### src/asrp_cfg.svh
// Constants for the asynchronous SRAM port host controller.
// Assumes a 10 MHz system clock; all times are converted to cycles here.
//
// Functional notes
// - Address must be valid no later than the combined select going active.
// - Write happens only while write strobe, select and a byte strobe overlap.
// - Write data stays stable around the edge that ends the write.
// - Write strobe stays high throughout every read.
// - Write pulse lasts at least output turn-off time plus data setup time.
`ifndef ASRP_CFG_SVH
`define ASRP_CFG_SVH

`define ASRP_ADDR_W   18
`define ASRP_DATA_W   16
`define ASRP_CLK_NS   100
// Address/select to data and flag valid
`define ASRP_T_AA_NS  45
// Write pulse: larger of pulse width and turn-off plus setup
`define ASRP_T_HZWE_NS 18
`define ASRP_T_SD_NS   25
`define ASRP_T_PWE_NS  35
`define ASRP_T_WP_NS  ((`ASRP_T_HZWE_NS + `ASRP_T_SD_NS) > `ASRP_T_PWE_NS ? \
                       (`ASRP_T_HZWE_NS + `ASRP_T_SD_NS) : `ASRP_T_PWE_NS)
`define ASRP_RD_CYC   ((`ASRP_T_AA_NS + `ASRP_CLK_NS - 1) / `ASRP_CLK_NS)
`define ASRP_WR_CYC   ((`ASRP_T_WP_NS + `ASRP_CLK_NS - 1) / `ASRP_CLK_NS)
// Two synchroniser stages between the pins and the capture register
`define ASRP_SYNC_CYC 2

`endif

### src/asrp_pkg.sv
// Types for the asynchronous SRAM port host controller.
// Assumes asrp_cfg.svh is on the include path.
`include "asrp_cfg.svh"

package asrp_pkg;

   typedef enum logic [2:0] {
      ST_IDLE,
      ST_SETUP,
      ST_READ,
      ST_WRITE,
      ST_HOLD
   } asrp_state_e;

   // Expands the two byte enables into a 16-bit lane mask
   function automatic logic [15:0] asrp_lane_mask(input logic [1:0] be);
      asrp_lane_mask = {{8{be[1]}}, {8{be[0]}}};
   endfunction : asrp_lane_mask

endpackage : asrp_pkg

### src/asrp_ctrl.sv
// Host controller driving an asynchronous 16-bit SRAM with ECC flag.
// Assumes one request at a time from logic on clk; pins are asynchronous.
`timescale 1ns/1ns
`include "asrp_cfg.svh"

module asrp_ctrl
   import asrp_pkg::*;
#(
   parameter int AW = `ASRP_ADDR_W,
   parameter int DW = `ASRP_DATA_W
) (
   input  wire logic          clk,
   input  wire logic          rst_n,
   // User request side
   input  wire logic          req_valid,
   output logic               req_ready,
   input  wire logic          req_write,
   input  wire logic [AW-1:0] req_addr,
   input  wire logic [DW-1:0] req_wdata,
   input  wire logic [1:0]    req_be,
   output logic               rsp_valid,
   output logic [DW-1:0]      rsp_rdata,
   output logic               rsp_corrected,
   // Memory pins
   output logic               chip_select_a_n,
   output logic               chip_select_b,
   output logic               write_strobe_n,
   output logic               output_drive_n,
   output logic               upper_byte_strobe_n,
   output logic               lower_byte_strobe_n,
   output logic [AW-1:0]      mem_addr,
   output logic [DW-1:0]      data_o,
   output logic               data_oe,
   input  wire logic [DW-1:0] data_i,
   input  wire logic          err_i
);

   localparam logic [3:0] RD_LOAD = 4'(`ASRP_RD_CYC + `ASRP_SYNC_CYC - 1);
   localparam logic [3:0] WR_LOAD = 4'(`ASRP_WR_CYC - 1);

   asrp_state_e   state_q, state_d;
   logic [3:0]    cnt_q, cnt_d;
   logic          sel_q, sel_d;
   logic          we_n_q, we_n_d;
   logic          oe_n_q, oe_n_d;
   logic          ub_n_q, ub_n_d;
   logic          lb_n_q, lb_n_d;
   logic          wr_q, wr_d;
   logic [1:0]    be_q, be_d;
   logic [AW-1:0] addr_q, addr_d;
   logic [DW-1:0] wdata_q, wdata_d;
   logic          doe_q, doe_d;
   logic          rsp_q, rsp_d;
   logic [DW-1:0] rdata_q, rdata_d;
   logic          corr_q, corr_d;
   logic [DW-1:0] data_sync;
   logic          err_sync;

   // Pin inputs pass two flip-flops before capture
   asrp_sync #(.W(DW + 1)) u_sync (
      .clk   (clk),
      .rst_n (rst_n),
      .din   ({err_i, data_i}),
      .dout  ({err_sync, data_sync})
   );

   // Sequencer next-state logic
   always_comb begin
      state_d = state_q;
      cnt_d   = cnt_q;
      sel_d   = sel_q;
      we_n_d  = we_n_q;
      oe_n_d  = oe_n_q;
      ub_n_d  = ub_n_q;
      lb_n_d  = lb_n_q;
      wr_d    = wr_q;
      be_d    = be_q;
      addr_d  = addr_q;
      wdata_d = wdata_q;
      doe_d   = doe_q;
      rsp_d   = 1'b0;
      rdata_d = rdata_q;
      corr_d  = corr_q;
      unique case (state_q)
         ST_IDLE: begin
            if (req_valid) begin
               // Address settles a full cycle before select goes active
               addr_d  = req_addr;
               wdata_d = req_wdata;
               wr_d    = req_write;
               be_d    = (!req_write && req_be == 2'h0) ? 2'h3 : req_be;
               doe_d   = req_write;
               state_d = ST_SETUP;
            end
         end
         ST_SETUP: begin
            sel_d  = 1'b1;
            lb_n_d = ~be_q[0];
            ub_n_d = ~be_q[1];
            if (wr_q) begin
               // Write strobe only with a lane strobe; output drive stays high
               we_n_d  = ~(|be_q);
               cnt_d   = WR_LOAD;
               state_d = ST_WRITE;
            end else begin
               oe_n_d  = 1'b0;
               cnt_d   = RD_LOAD;
               state_d = ST_READ;
            end
         end
         ST_WRITE: begin
            if (cnt_q == 4'h0) begin
               // All write controls go inactive together; data is still driven
               sel_d   = 1'b0;
               we_n_d  = 1'b1;
               ub_n_d  = 1'b1;
               lb_n_d  = 1'b1;
               state_d = ST_HOLD;
            end else begin
               cnt_d = cnt_q - 4'h1;
            end
         end
         ST_HOLD: begin
            doe_d   = 1'b0;
            rsp_d   = 1'b1;
            state_d = ST_IDLE;
         end
         ST_READ: begin
            if (cnt_q == 4'h0) begin
               // Floated lanes read as zero; flag captured with the data
               rdata_d = data_sync & asrp_lane_mask(be_q);
               corr_d  = err_sync;
               rsp_d   = 1'b1;
               sel_d   = 1'b0;
               oe_n_d  = 1'b1;
               ub_n_d  = 1'b1;
               lb_n_d  = 1'b1;
               state_d = ST_IDLE;
            end else begin
               cnt_d = cnt_q - 4'h1;
            end
         end
      endcase
   end

   // Sequencer registers
   always_ff @(posedge clk or negedge rst_n) begin
      if (!rst_n) begin
         state_q <= ST_IDLE;
         cnt_q   <= 4'h0;
         sel_q   <= 1'b0;
         we_n_q  <= 1'b1;
         oe_n_q  <= 1'b1;
         ub_n_q  <= 1'b1;
         lb_n_q  <= 1'b1;
         wr_q    <= 1'b0;
         be_q    <= 2'h0;
         addr_q  <= '0;
         wdata_q <= '0;
         doe_q   <= 1'b0;
         rsp_q   <= 1'b0;
         rdata_q <= '0;
         corr_q  <= 1'b0;
      end else begin
         state_q <= state_d;
         cnt_q   <= cnt_d;
         sel_q   <= sel_d;
         we_n_q  <= we_n_d;
         oe_n_q  <= oe_n_d;
         ub_n_q  <= ub_n_d;
         lb_n_q  <= lb_n_d;
         wr_q    <= wr_d;
         be_q    <= be_d;
         addr_q  <= addr_d;
         wdata_q <= wdata_d;
         doe_q   <= doe_d;
         rsp_q   <= rsp_d;
         rdata_q <= rdata_d;
         corr_q  <= corr_d;
      end
   end

   // Pin and response outputs
   assign chip_select_a_n     = ~sel_q;
   assign chip_select_b       = sel_q;
   assign write_strobe_n      = we_n_q;
   assign output_drive_n      = oe_n_q;
   assign upper_byte_strobe_n = ub_n_q;
   assign lower_byte_strobe_n = lb_n_q;
   assign mem_addr            = addr_q;
   assign data_o              = wdata_q;
   assign data_oe             = doe_q;
   assign req_ready           = (state_q == ST_IDLE);
   assign rsp_valid           = rsp_q;
   assign rsp_rdata           = rdata_q;
   assign rsp_corrected       = corr_q;

   // Helper: length of the current write strobe pulse
   logic [3:0] pulse_q;
   always_ff @(posedge clk or negedge rst_n) begin
      if (!rst_n) begin
         pulse_q <= 4'h0;
      end else begin
         pulse_q <= we_n_q ? 4'h0 : pulse_q + 4'h1;
      end
   end

   // Address is stable in the cycle select goes active
   chk_addr_before_sel: assert property (@(posedge clk) disable iff (!rst_n)
      $rose(sel_q) |-> $stable(mem_addr))
      else $error("Address changed as select went active");

   // Write strobe low only with select and a lane strobe
   chk_write_overlap: assert property (@(posedge clk) disable iff (!rst_n)
      !write_strobe_n |-> (sel_q && !(upper_byte_strobe_n && lower_byte_strobe_n) && data_oe))
      else $error("Write strobe without select or lane strobe");

   // Data driven at the terminating edge and two cycles before, and stable since the cycle before
   chk_data_hold: assert property (@(posedge clk) disable iff (!rst_n)
      $rose(write_strobe_n) |-> data_oe && $stable(data_o) && $past(data_oe, 2))
      else $error("Write data not held around write end");

   // Output drive never low unless write strobe is high
   chk_read_we_high: assert property (@(posedge clk) disable iff (!rst_n)
      !output_drive_n |-> write_strobe_n && !data_oe)
      else $error("Write strobe or data drive active during read");

   // Write pulse spans the required cycles
   chk_pulse_width: assert property (@(posedge clk) disable iff (!rst_n)
      $rose(write_strobe_n) |-> pulse_q >= 4'(`ASRP_WR_CYC))
      else $error("Write pulse too short");

   // Read answer arrives a fixed number of cycles after output drive falls
   chk_read_latency: assert property (@(posedge clk) disable iff (!rst_n)
      $fell(output_drive_n) |-> ##3 (rsp_q && !wr_q))
      else $error("Read answer not on time");

endmodule : asrp_ctrl

### src/asrp_sync.sv
// Two-stage synchroniser for inputs arriving from the memory pins.
// Assumes the pins are asynchronous to clk; only stage two is read outside.
`timescale 1ns/1ns

module asrp_sync #(
   parameter int W = 1
) (
   input  wire logic         clk,
   input  wire logic         rst_n,
   input  wire logic [W-1:0] din,
   output logic      [W-1:0] dout
);

   logic [W-1:0] meta_q;
   logic [W-1:0] sync_q;

   // First stage feeds only the second stage
   always_ff @(posedge clk or negedge rst_n) begin
      if (!rst_n) begin
         meta_q <= '0;
         sync_q <= '0;
      end else begin
         meta_q <= din;
         sync_q <= meta_q;
      end
   end

   assign dout = sync_q;

endmodule : asrp_sync

### config.mk
export PLATFORM = sky130hd
export DESIGN_NAME = asrp_ctrl
export DESIGN_NICKNAME = d
export VERILOG_FILES = /design/src/asrp_pkg.sv /design/src/asrp_ctrl.sv /design/src/asrp_sync.sv
export VERILOG_INCLUDE_DIRS = /design/src
export SDC_FILE = /design/constraint.sdc
export NUM_CORES = 1
export LEC_CHECK = 0
export ABC_AREA = 1
export BUFFER_PORTS_ARGS = -buffer_cell sky130_fd_sc_hd__buf_2
export CAP_MARGIN = 40
export CORE_AREA = 2 2 90 92
export DETAILED_ROUTE_END_ITERATION = 10
export DIE_AREA = 0 0 92 94
export PLACE_DENSITY = 0.89
export SYNTH_ARGS = -nofsm -noshare
export SYNTH_HDL_FRONTEND = slang
export SYNTH_SLANG_ARGS = --single-unit
### constraint.sdc
create_clock -name clk -period 3.8 [get_ports clk]
set_input_delay 0.38 -clock clk [delete_from_list [all_inputs] [get_ports clk]]
set_output_delay 0.38 -clock clk [all_outputs]
set_load 0.02 [all_outputs]
==> impl_metrics.toml, run 1 <==
[floorplanning]
ioPinCount = 117
core_area_sq_um = 7610
die_h_um = 94
rows = 32
die-area_sq_um = 8650
die_w_um = 92
initial_utilization_pct = 49.1

[finish]
finalNonFillerCells = 581
drive_above_1_share_pct = 34.0
nFillCells = 639
layout.nets = 532
syn_to_final_growth_pct = 23.1
final_area_sq_um = 4600
antenna_cells = 0

[drt]
met3_wirelength_um = 478
wl_met2_um = 3690
drtAntennaViolNets = 0
via_per_inst = 4.55
drtIter0Drc = 108
dr_total_vias = 2641
drc = 0
top_layer = "met4"
drt-met1-wl_um = 2960
drt_wl_total_um = 7230
dr.pass1.iters = 4
wire_per_inst_um = 12.4

[global_route]
grt_pass1_wl_um = 12300
first_global_vias = 2638
antenna_found_initial = 0
grt_max_degree = 73
overflow = 0
grtUsageTotal_pct = 18.2

[clock_network]
cts_setup_buffers = 0
cts.clk_slew.worst_paths_ns = 0.10
h-tree-depth = 3
cts-hold-fix-buffers = 1
clock-root-buffer = "clkbuf_8"
cts_tree = "done"
cts_num_sinks = 102
clock_latency_ns = 0.36
cts_buffers = 9
post_cts_resized = 0
cts_buffer_depth = 2

[synth]
synth-seq-cells = 102
synth.area.top_cells = "dfrtp_1 66%, nand2_1 16%, o21ai_2 3.5%, dfstp_2 2.8%, o21ai_0 1.9%"
synthesis.area_sq_um = 3730
syn_area_per_cell_sq_um = 10.5
synth-main-ff-cell = "dfrtp_1"
yosysSeqAreaShare_pct = 68.5
synth_cell_types = 23
postSynth.asyncResetShare_pct = 100
yosys_warnings = 0
synth_edf_count = 0
synth_cells = 356
yosys.area.top_type = "dfrtp_1"
synth.most_common_cell = "nand2_1"
synth_common_cells = "164 x nand2_1, 98 x dfrtp_1, 18 x inv_1"
syn-num-nets = 414
synth_top_cell_area_share_pct = 65.7

[timing]
relSlewSlack_pct = 67.4
max_freq_ghz = 0.579
clock_skew_ns = 0.00714
finalMaxSlewViolations = 0
worst_pin_slew_ns = 0.489
setup-violations-final = 0
tns_ns = 0
finalHoldViolations = 0
rsz0062_at_grt = "no"
fin_ws_ns = 2.07
fin_crit_ns = 1.73
period_share_pct = 45.5

[power]
power_mw = 3.83
power_density_nw_per_um2 = 833
ir_worst_vdd_uv = 395
leakage_nw = 2.53

[placement]
dp_hpwl_um = 5130
pre_cts_ws_ns = 2.10
place_inst = 564
place.gp.congestion = 0.880
place_area_sq_um = 4380
numPortBuffers = 116

[run_status]
status = "completed"

[setup_path]
worstPathRequired_ns = 3.42
worstSetupStartpointType = "flop"
critPathCaptureType = "primary output"
r2r_setup_slack_ns = 2.09
crit_fanout = 4
arrival_ns = 1.35
criticalPathCategory = "reg2out"

[min_path]
hp-class = "in2reg"

[job]
drv_cap = 0
## state kept, by name (all words and copies together) (netlist names), 2 cells and up
register,flops
mem_addr,18
be_q,2
data_o,16
u_sync.dout,17
rsp_rdata,16
u_sync.meta_q,17
cnt_q,4
state_q,3
## layout make-up
| type | instances | area, sq um | share of cell area (%) |
|---|---|---|---|
| sequential | 102 | 2560 | 55.6 |
| multi-input combinational | 222 | 995 | 21.6 |
| timing repair buffer | 119 | 628 | 13.7 |
| tap | 102 | 128 | 2.78 |
| clock buffer | 9 | 124 | 2.69 |
| clock inverter | 7 | 87.6 | 1.91 |
| inverter | 20 | 77.6 | 1.69 |
## cell usage in the layout (no fill, tap or decap), types with 2 or more instances in the layout
| cell type | n |
|---|---|
| inv_1 | 18 |
| nand2_2 | 3 |
| clkbuf_8 | 9 |
| inv_8 | 3 |
| o21ai_2 | 15 |
| nor2_2 | 2 |
| nand2_1 | 164 |
| nand3_1 | 6 |
| o21ai_0 | 14 |
| clkinvlp_4 | 2 |
| buf_4 | 2 |
| dfstp_2 | 4 |
| buf_2 | 115 |
| nor2_1 | 9 |
| dfrtp_1 | 98 |
| a21oi_1 | 3 |
## per-stage QoR
step                      hold WS (ns)  utilization, %
after floorplan                 0.0844               -
after global placement           0.333            57.2
after detailed placement         0.183            57.5
after CTS                       0.0992            60.4
after global routing            0.0935            60.4
final                            0.117            60.4
## final timing paths
path,start,end,depth (start not counted)
worst max-delay path,state_q[1],req_ready,4
worst min-delay path,data_i[10],u_sync.meta_q[10],1
worst max register to register,state_q[1],be_q[1],6
worst min register to register,u_sync.meta_q[3],u_sync.dout[3],0
max in group asynchronous,rst_n,data_o[13],4
min in group asynchronous,rst_n,rsp_rdata[12],2
## where the power goes
part | switching [mW] | internal, mW
logic | 1.01 | 0.467
registers | 0.215 | 1.43
clock network | 0.387 | 0.320
## cell families (layout without fill, tap and decap cells)
kind of cell / after synthesis / after routing / synth area share [%]
fa+ha+maj: 1 / 1 / 0.335
compound gates: 34 / 34 / 6.13
simple gates: 187 / 187 / 20.2
flops: 102 / 102 / 68.5
buf+inv: 32 / 155 / 4.89
## per-layer routing
metal,up-vias,track usage [%]
li1,1332,-
met1,1212,23.3
met2,86,29.9
met3,11,4.41
met4,0,8.08
met5,-,0
## critical path, stage by stage (launching register included)
cell     delay [ns]
dfrtp_1        0.43
nor2_2         0.19
nand2_2        0.13
inv_1          0.08
buf_2          0.16
No activity file was read; power rests on OpenSTA's default activity.
==> inputs of run 2 (changes only) <==
--- a/config.mk
+++ b/config.mk
@@ -9,10 +9,10 @@
 export ABC_AREA = 1
 export BUFFER_PORTS_ARGS = -buffer_cell sky130_fd_sc_hd__buf_2
 export CAP_MARGIN = 40
-export CORE_AREA = 2 2 90 92
+export CORE_AREA = 2 2 95 97
 export DETAILED_ROUTE_END_ITERATION = 10
-export DIE_AREA = 0 0 92 94
-export PLACE_DENSITY = 0.89
+export DIE_AREA = 0 0 97 99
+export PLACE_DENSITY = 0.85
 export SYNTH_ARGS = -nofsm -noshare
 export SYNTH_HDL_FRONTEND = slang
 export SYNTH_SLANG_ARGS = --single-unit
==> constraint.sdc (replaced) <==
create_clock -name clk -period 1.5 [get_ports clk]
set_input_delay 0.15 -clock clk [delete_from_list [all_inputs] [get_ports clk]]
set_output_delay 0.15 -clock clk [all_outputs]
set_load 0.02 [all_outputs]
==> impl_metrics.toml, run 2 (synthesis results as in run 1) <==
[drt]
drt_wl_total_um = 8950
dr_total_vias = 2986
dr.pass1.iters = 4
drtAntennaViolNets = 0
drc = 0
via_per_inst = 4.63
drtIter0Drc = 90
wire_per_inst_um = 13.9

[timing]
relSlewSlack_pct = 72.6
max_freq_ghz = 0.701
finalMaxSlewViolations = 0
setup-violations-final = 0
worst_pin_slew_ns = 0.411
fin_crit_ns = 1.43
clock_skew_ns = 0.0166
finalHoldViolations = 0
period_share_pct = 95.1

[placement]
dp_hpwl_um = 5400
numPortBuffers = 116
place_area_sq_um = 4420
place_inst = 573
place.gp.congestion = 0.795

[setup_path]
criticalPathCategory = "reg2out"
worstSetupStartpointType = "flop"
reg2regPathDepth = 8
critPathCaptureType = "primary output"
crit_fanout = 4
worstPathRequired_ns = 1.35
arrival_ns = 1.28

[finish]
antenna_cells = 0
layout.nets = 590
final_area_sq_um = 5200
syn_to_final_growth_pct = 39.3
final_cell_mix = "164 x nand2_1, 115 x buf_2, 97 x dfrtp_1"
finalNonFillerCells = 645
drive_above_1_share_pct = 32.2
largest_reg_flops = 18
layout_commonest_cell = "nand2_1"

[floorplanning]
core_area_sq_um = 8550
rows = 34
die_w_um = 97
initial_utilization_pct = 43.7
die_h_um = 99
ioPinCount = 117
die-area_sq_um = 9600

[job]
drv_cap = 0

[power]
ir_worst_vdd_uv = 973
power_density_nw_per_um2 = 1920
leakage_nw = 2.79

[global_route]
antenna_found_initial = 0
overflow = 0
first_global_vias = 3122
grtUsageTotal_pct = 19.2
grt_pass1_wl_um = 14600
grt_max_degree = 41

[min_path]
hp-class = "in2reg"
hold_depth = 3

[clock_network]
cts_tree = "done"
cts_num_sinks = 102
cts_buffer_depth = 2
cts_buffers = 9
clock-root-buffer = "clkbuf_8"
clock_latency_ns = 0.37
cts.clk_slew.worst_paths_ns = 0.10
h-tree-depth = 3

[run_status]
status = "completed"
-- run 2: cell types whose count changed in the layout (fill, tap and decap cells not counted), sizes merged --
cell         change
inv              -2
clkbuf           +1
dlygate4sd3     +51
bufinv           -1
clkinv           +4
buf              +6
clkinvlp         -1
-- run 2: worst paths after layout --
check,slack (ns),from,end
max in group asynchronous,0.75,rst_n,mem_addr[8]
min in group asynchronous,0.13,rst_n,u_sync.meta_q[14]
min reg2reg,0.36,u_sync.meta_q[9],u_sync.dout[9]
min,0.05,req_be[1],be_q[1]
max reg2reg,0.07,cnt_q[0],rsp_rdata[10]
max,0.07,state_q[1],req_ready
-- run 2: repair_timing --
action                                  CTS  global route
hold buffers                             52             0
endpoints found under the hold margin   149             0
buffers inserted                          0             3
endpoints found under the setup margin    0            19
gates resized for setup                   0             4
-- run 2: layout make-up --
| class | instances | area [sq um] |
|---|---|---|
| multi-input combinational | 222 | 1000 |
| timing repair buffer | 177 | 1230 |
| sequential | 102 | 2560 |
| tap | 108 | 135 |
| inverter | 20 | 77.6 |
| clock buffer | 9 | 124 |
| fill | 680 | 3350 |
| clock inverter | 7 | 77.6 |
-- run 2: critical path: stages (launching register included) --
cell and delay (ns):
dfrtp_2 0.44, nor2_4 0.14, nand2_2 0.12, inv_1 0.07
buf_2 0.15
-- run 2: where the power goes --
part / switching (mW) / internal, mW / total [mW]
Clock: 1.02 / 0.654 / 1.67
Sequential: 0.573 / 3.64 / 4.21
Combinational: 2.68 / 1.43 / 4.11
Total: 4.27 / 5.72 / 9.99
-- run 2: per-layer routing --
| metal | vias up | GRT usage (%) | share of wire (%) |
|---|---|---|---|
| met5 | - | 0 | 0 |
| met4 | 0 | 9.75 | 3.3 |
| met3 | 30 | 4.33 | 5.6 |
| met2 | 120 | 33.4 | 52 |
| met1 | 1390 | 22.4 | 39 |
| li1 | 1446 | - | - |
-- run 2: per-stage QoR --
step | util (%) | hold WS, ns | TNS (ns) | total power, mW | setup WS (ns)
3_5_place_dp | 51.7 | -0.0210 | 0 | 8.08 | 0.0238
6_report | 60.8 | 0.0505 | 0 | 9.99 | 0.0729
5_1_grt | 60.8 | 0.0722 | -0.000980 | 10.7 | -0.000876
2_1_floorplan | - | -0.146 | 0 | 6.83 | 0.160
4_1_cts | 60.2 | 0.0359 | 0 | 9.88 | 0.00596
3_3_place_gp | 51.7 | -0.0238 | 0 | 7.91 | 0.123
==> inputs of run 3 (changes only) <==
--- a/config.mk
+++ b/config.mk
@@ -12,7 +12,9 @@
 export CORE_AREA = 2 2 95 97
 export DETAILED_ROUTE_END_ITERATION = 10
 export DIE_AREA = 0 0 97 99
+export GPL_TIMING_DRIVEN = 0
 export PLACE_DENSITY = 0.85
 export SYNTH_ARGS = -nofsm -noshare
 export SYNTH_HDL_FRONTEND = slang
 export SYNTH_SLANG_ARGS = --single-unit
+export TNS_END_PERCENT = 100
==> impl_metrics.toml, run 3 (synthesis results as in run 1) <==
[run_status]
status = "completed"

[clock_network]
clock_latency_ns = 0.37
cts_buffer_depth = 2
cts_num_sinks = 102
cts_buffers = 9
cts.clk_slew.worst_paths_ns = 0.10
cts_tree = "done"
clock-root-buffer = "clkbuf_8"
h-tree-depth = 3

[timing]
finalMaxSlewViolations = 0
period_share_pct = 93.9
fin_ws_ns = 0.0912
fin_crit_ns = 1.41
worst_pin_slew_ns = 0.520
relSlewSlack_pct = 65.3
max_freq_ghz = 0.710
rsz0062_at_grt = "no"
clock_skew_ns = 0.00709
setup-violations-final = 0
finalHoldViolations = 0
holdWs_ns = 0.0372

[global_route]
grt_max_degree = 72
overflow = 0
grtUsageTotal_pct = 20.6
antenna_found_initial = 0
grt_pass1_wl_um = 15700
first_global_vias = 3305

[drt]
via_per_inst = 4.71
wire_per_inst_um = 14.2
dr.pass1.iters = 6
drc = 0
drtIter0Drc = 100
drt_wl_total_um = 9250
dr_total_vias = 3068
drtAntennaViolNets = 0

[finish]
antenna_cells = 0
final_area_sq_um = 5280
drive_above_1_share_pct = 32.7
layout_commonest_cell = "nand2_1"
layout.nets = 597
final_cell_mix = "164 x nand2_1, 115 x buf_2, 97 x dfrtp_1"
nFillCells = 653
largest_reg_flops = 18
syn_to_final_growth_pct = 41.2

[floorplanning]
core_area_sq_um = 8550
die_w_um = 97
initial_utilization_pct = 43.7
die_h_um = 99
ioPinCount = 117
die-area_sq_um = 9600
rows = 34

[setup_path]
worstSetupStartpointType = "flop"
worstPathRequired_ns = 1.76
arrival_ns = 1.67
slowest_stage = "dfrtp_1"
slowest_delay_ns = 0.42
crit_start = "cnt_q[0]"
r2r_start = "cnt_q[0]"
critPathCaptureType = "flop"
criticalPathCategory = "reg2reg"
crit_fanout = 10
critPathBufInv = 2
crit_chain = "inv_2, ha_4, nand2_2, nor2_4, nand2_4, buf_6, nand2_1, o21ai_1"
cp_top_family = "flip-flops"

[placement]
pre_cts_ws_ns = -0.0153
numPortBuffers = 116
dp_hpwl_um = 5660
place.gp.congestion = 0.801
place_area_sq_um = 4480

[power]
power_density_nw_per_um2 = 1970
ir_worst_vdd_uv = 1120
leakage_nw = 2.82

[job]
drv_cap = 0

[min_path]
min_from = "req_write"
hp-class = "in2reg"
## run 3: cell types whose count changed in the layout (fill, tap and decap cells not counted), moves of 2 or more
cell       previous run  this run
buf_6                 0         7
buf_12                3         0
clkinv_8              2         0
clkbuf_1              0         2
bufinv_16             0         2
## run 3: what timing repair did
item / in CTS / in global routing
pin swaps: 2 / 1
gates resized for setup: 2 / 6
buffers inserted: 2 / 1
hold buffers: 52 / 0
setup endpoints to repair: 11 / 17
hold endpoints to repair: 82 / 0
## run 3: cell type report
type / instances / area, sq um / share of cell area, %
Multi-Input combinational cell: 222 / 1020 / 19.3
Tap cell: 108 / 135 / 2.56
Inverter: 20 / 77.6 / 1.47
Sequential cell: 102 / 2560 / 48.5
Clock buffer: 10 / 128 / 2.42
Timing Repair Buffer: 172 / 1150 / 21.9
Buffer: 12 / 109 / 2.06
Clock inverter: 6 / 93.8 / 1.78
## run 3: report_power, final
group	total [mW]	switching, mW	internal (mW)
Clock	1.92	0.962	0.955
Combinational	4.37	2.84	1.52
Sequential	4.12	0.488	3.64
Total	10.4	4.29	6.11
## run 3: layer usage
metal	routed length, um	GRT usage [%]	up-vias	part of all wire [%]
li1	-	-	1459	-
met3	497	4.47	28	5.4
met2	4830	36.8	115	52
met4	254	9.21	0	2.7
met1	3660	24.1	1466	40
met5	0	0	-	0
## run 3: final timing paths
check	to	slack (ns)	cells after the start
setup reg to reg	rsp_rdata[5]	0.09	8
max in group asynchronous	lower_byte_strobe_n	0.54	3
setup / recovery	rsp_rdata[5]	0.09	8
hold / removal	data_oe	0.04	3
min in group asynchronous	data_o[1]	0.25	2
hold reg to reg	u_sync.dout[14]	0.35	0
## run 3: worst min-delay path, stage by stage
cell	delay, ns
buf_2	0.10
nand2_1	0.06
o21ai_0	0.07
## run 3: per-stage QoR
step	setup TNS (ns)	total power [mW]	utilization, %	cells
detailed placement	-0.0256	8.24	52.4	581
floorplan	0	6.83	-	356
global placement	-66.08	8.04	52.0	580
CTS	0	10.3	61.3	651
finish	0	10.4	61.7	652
global route	0	11.1	61.7	652
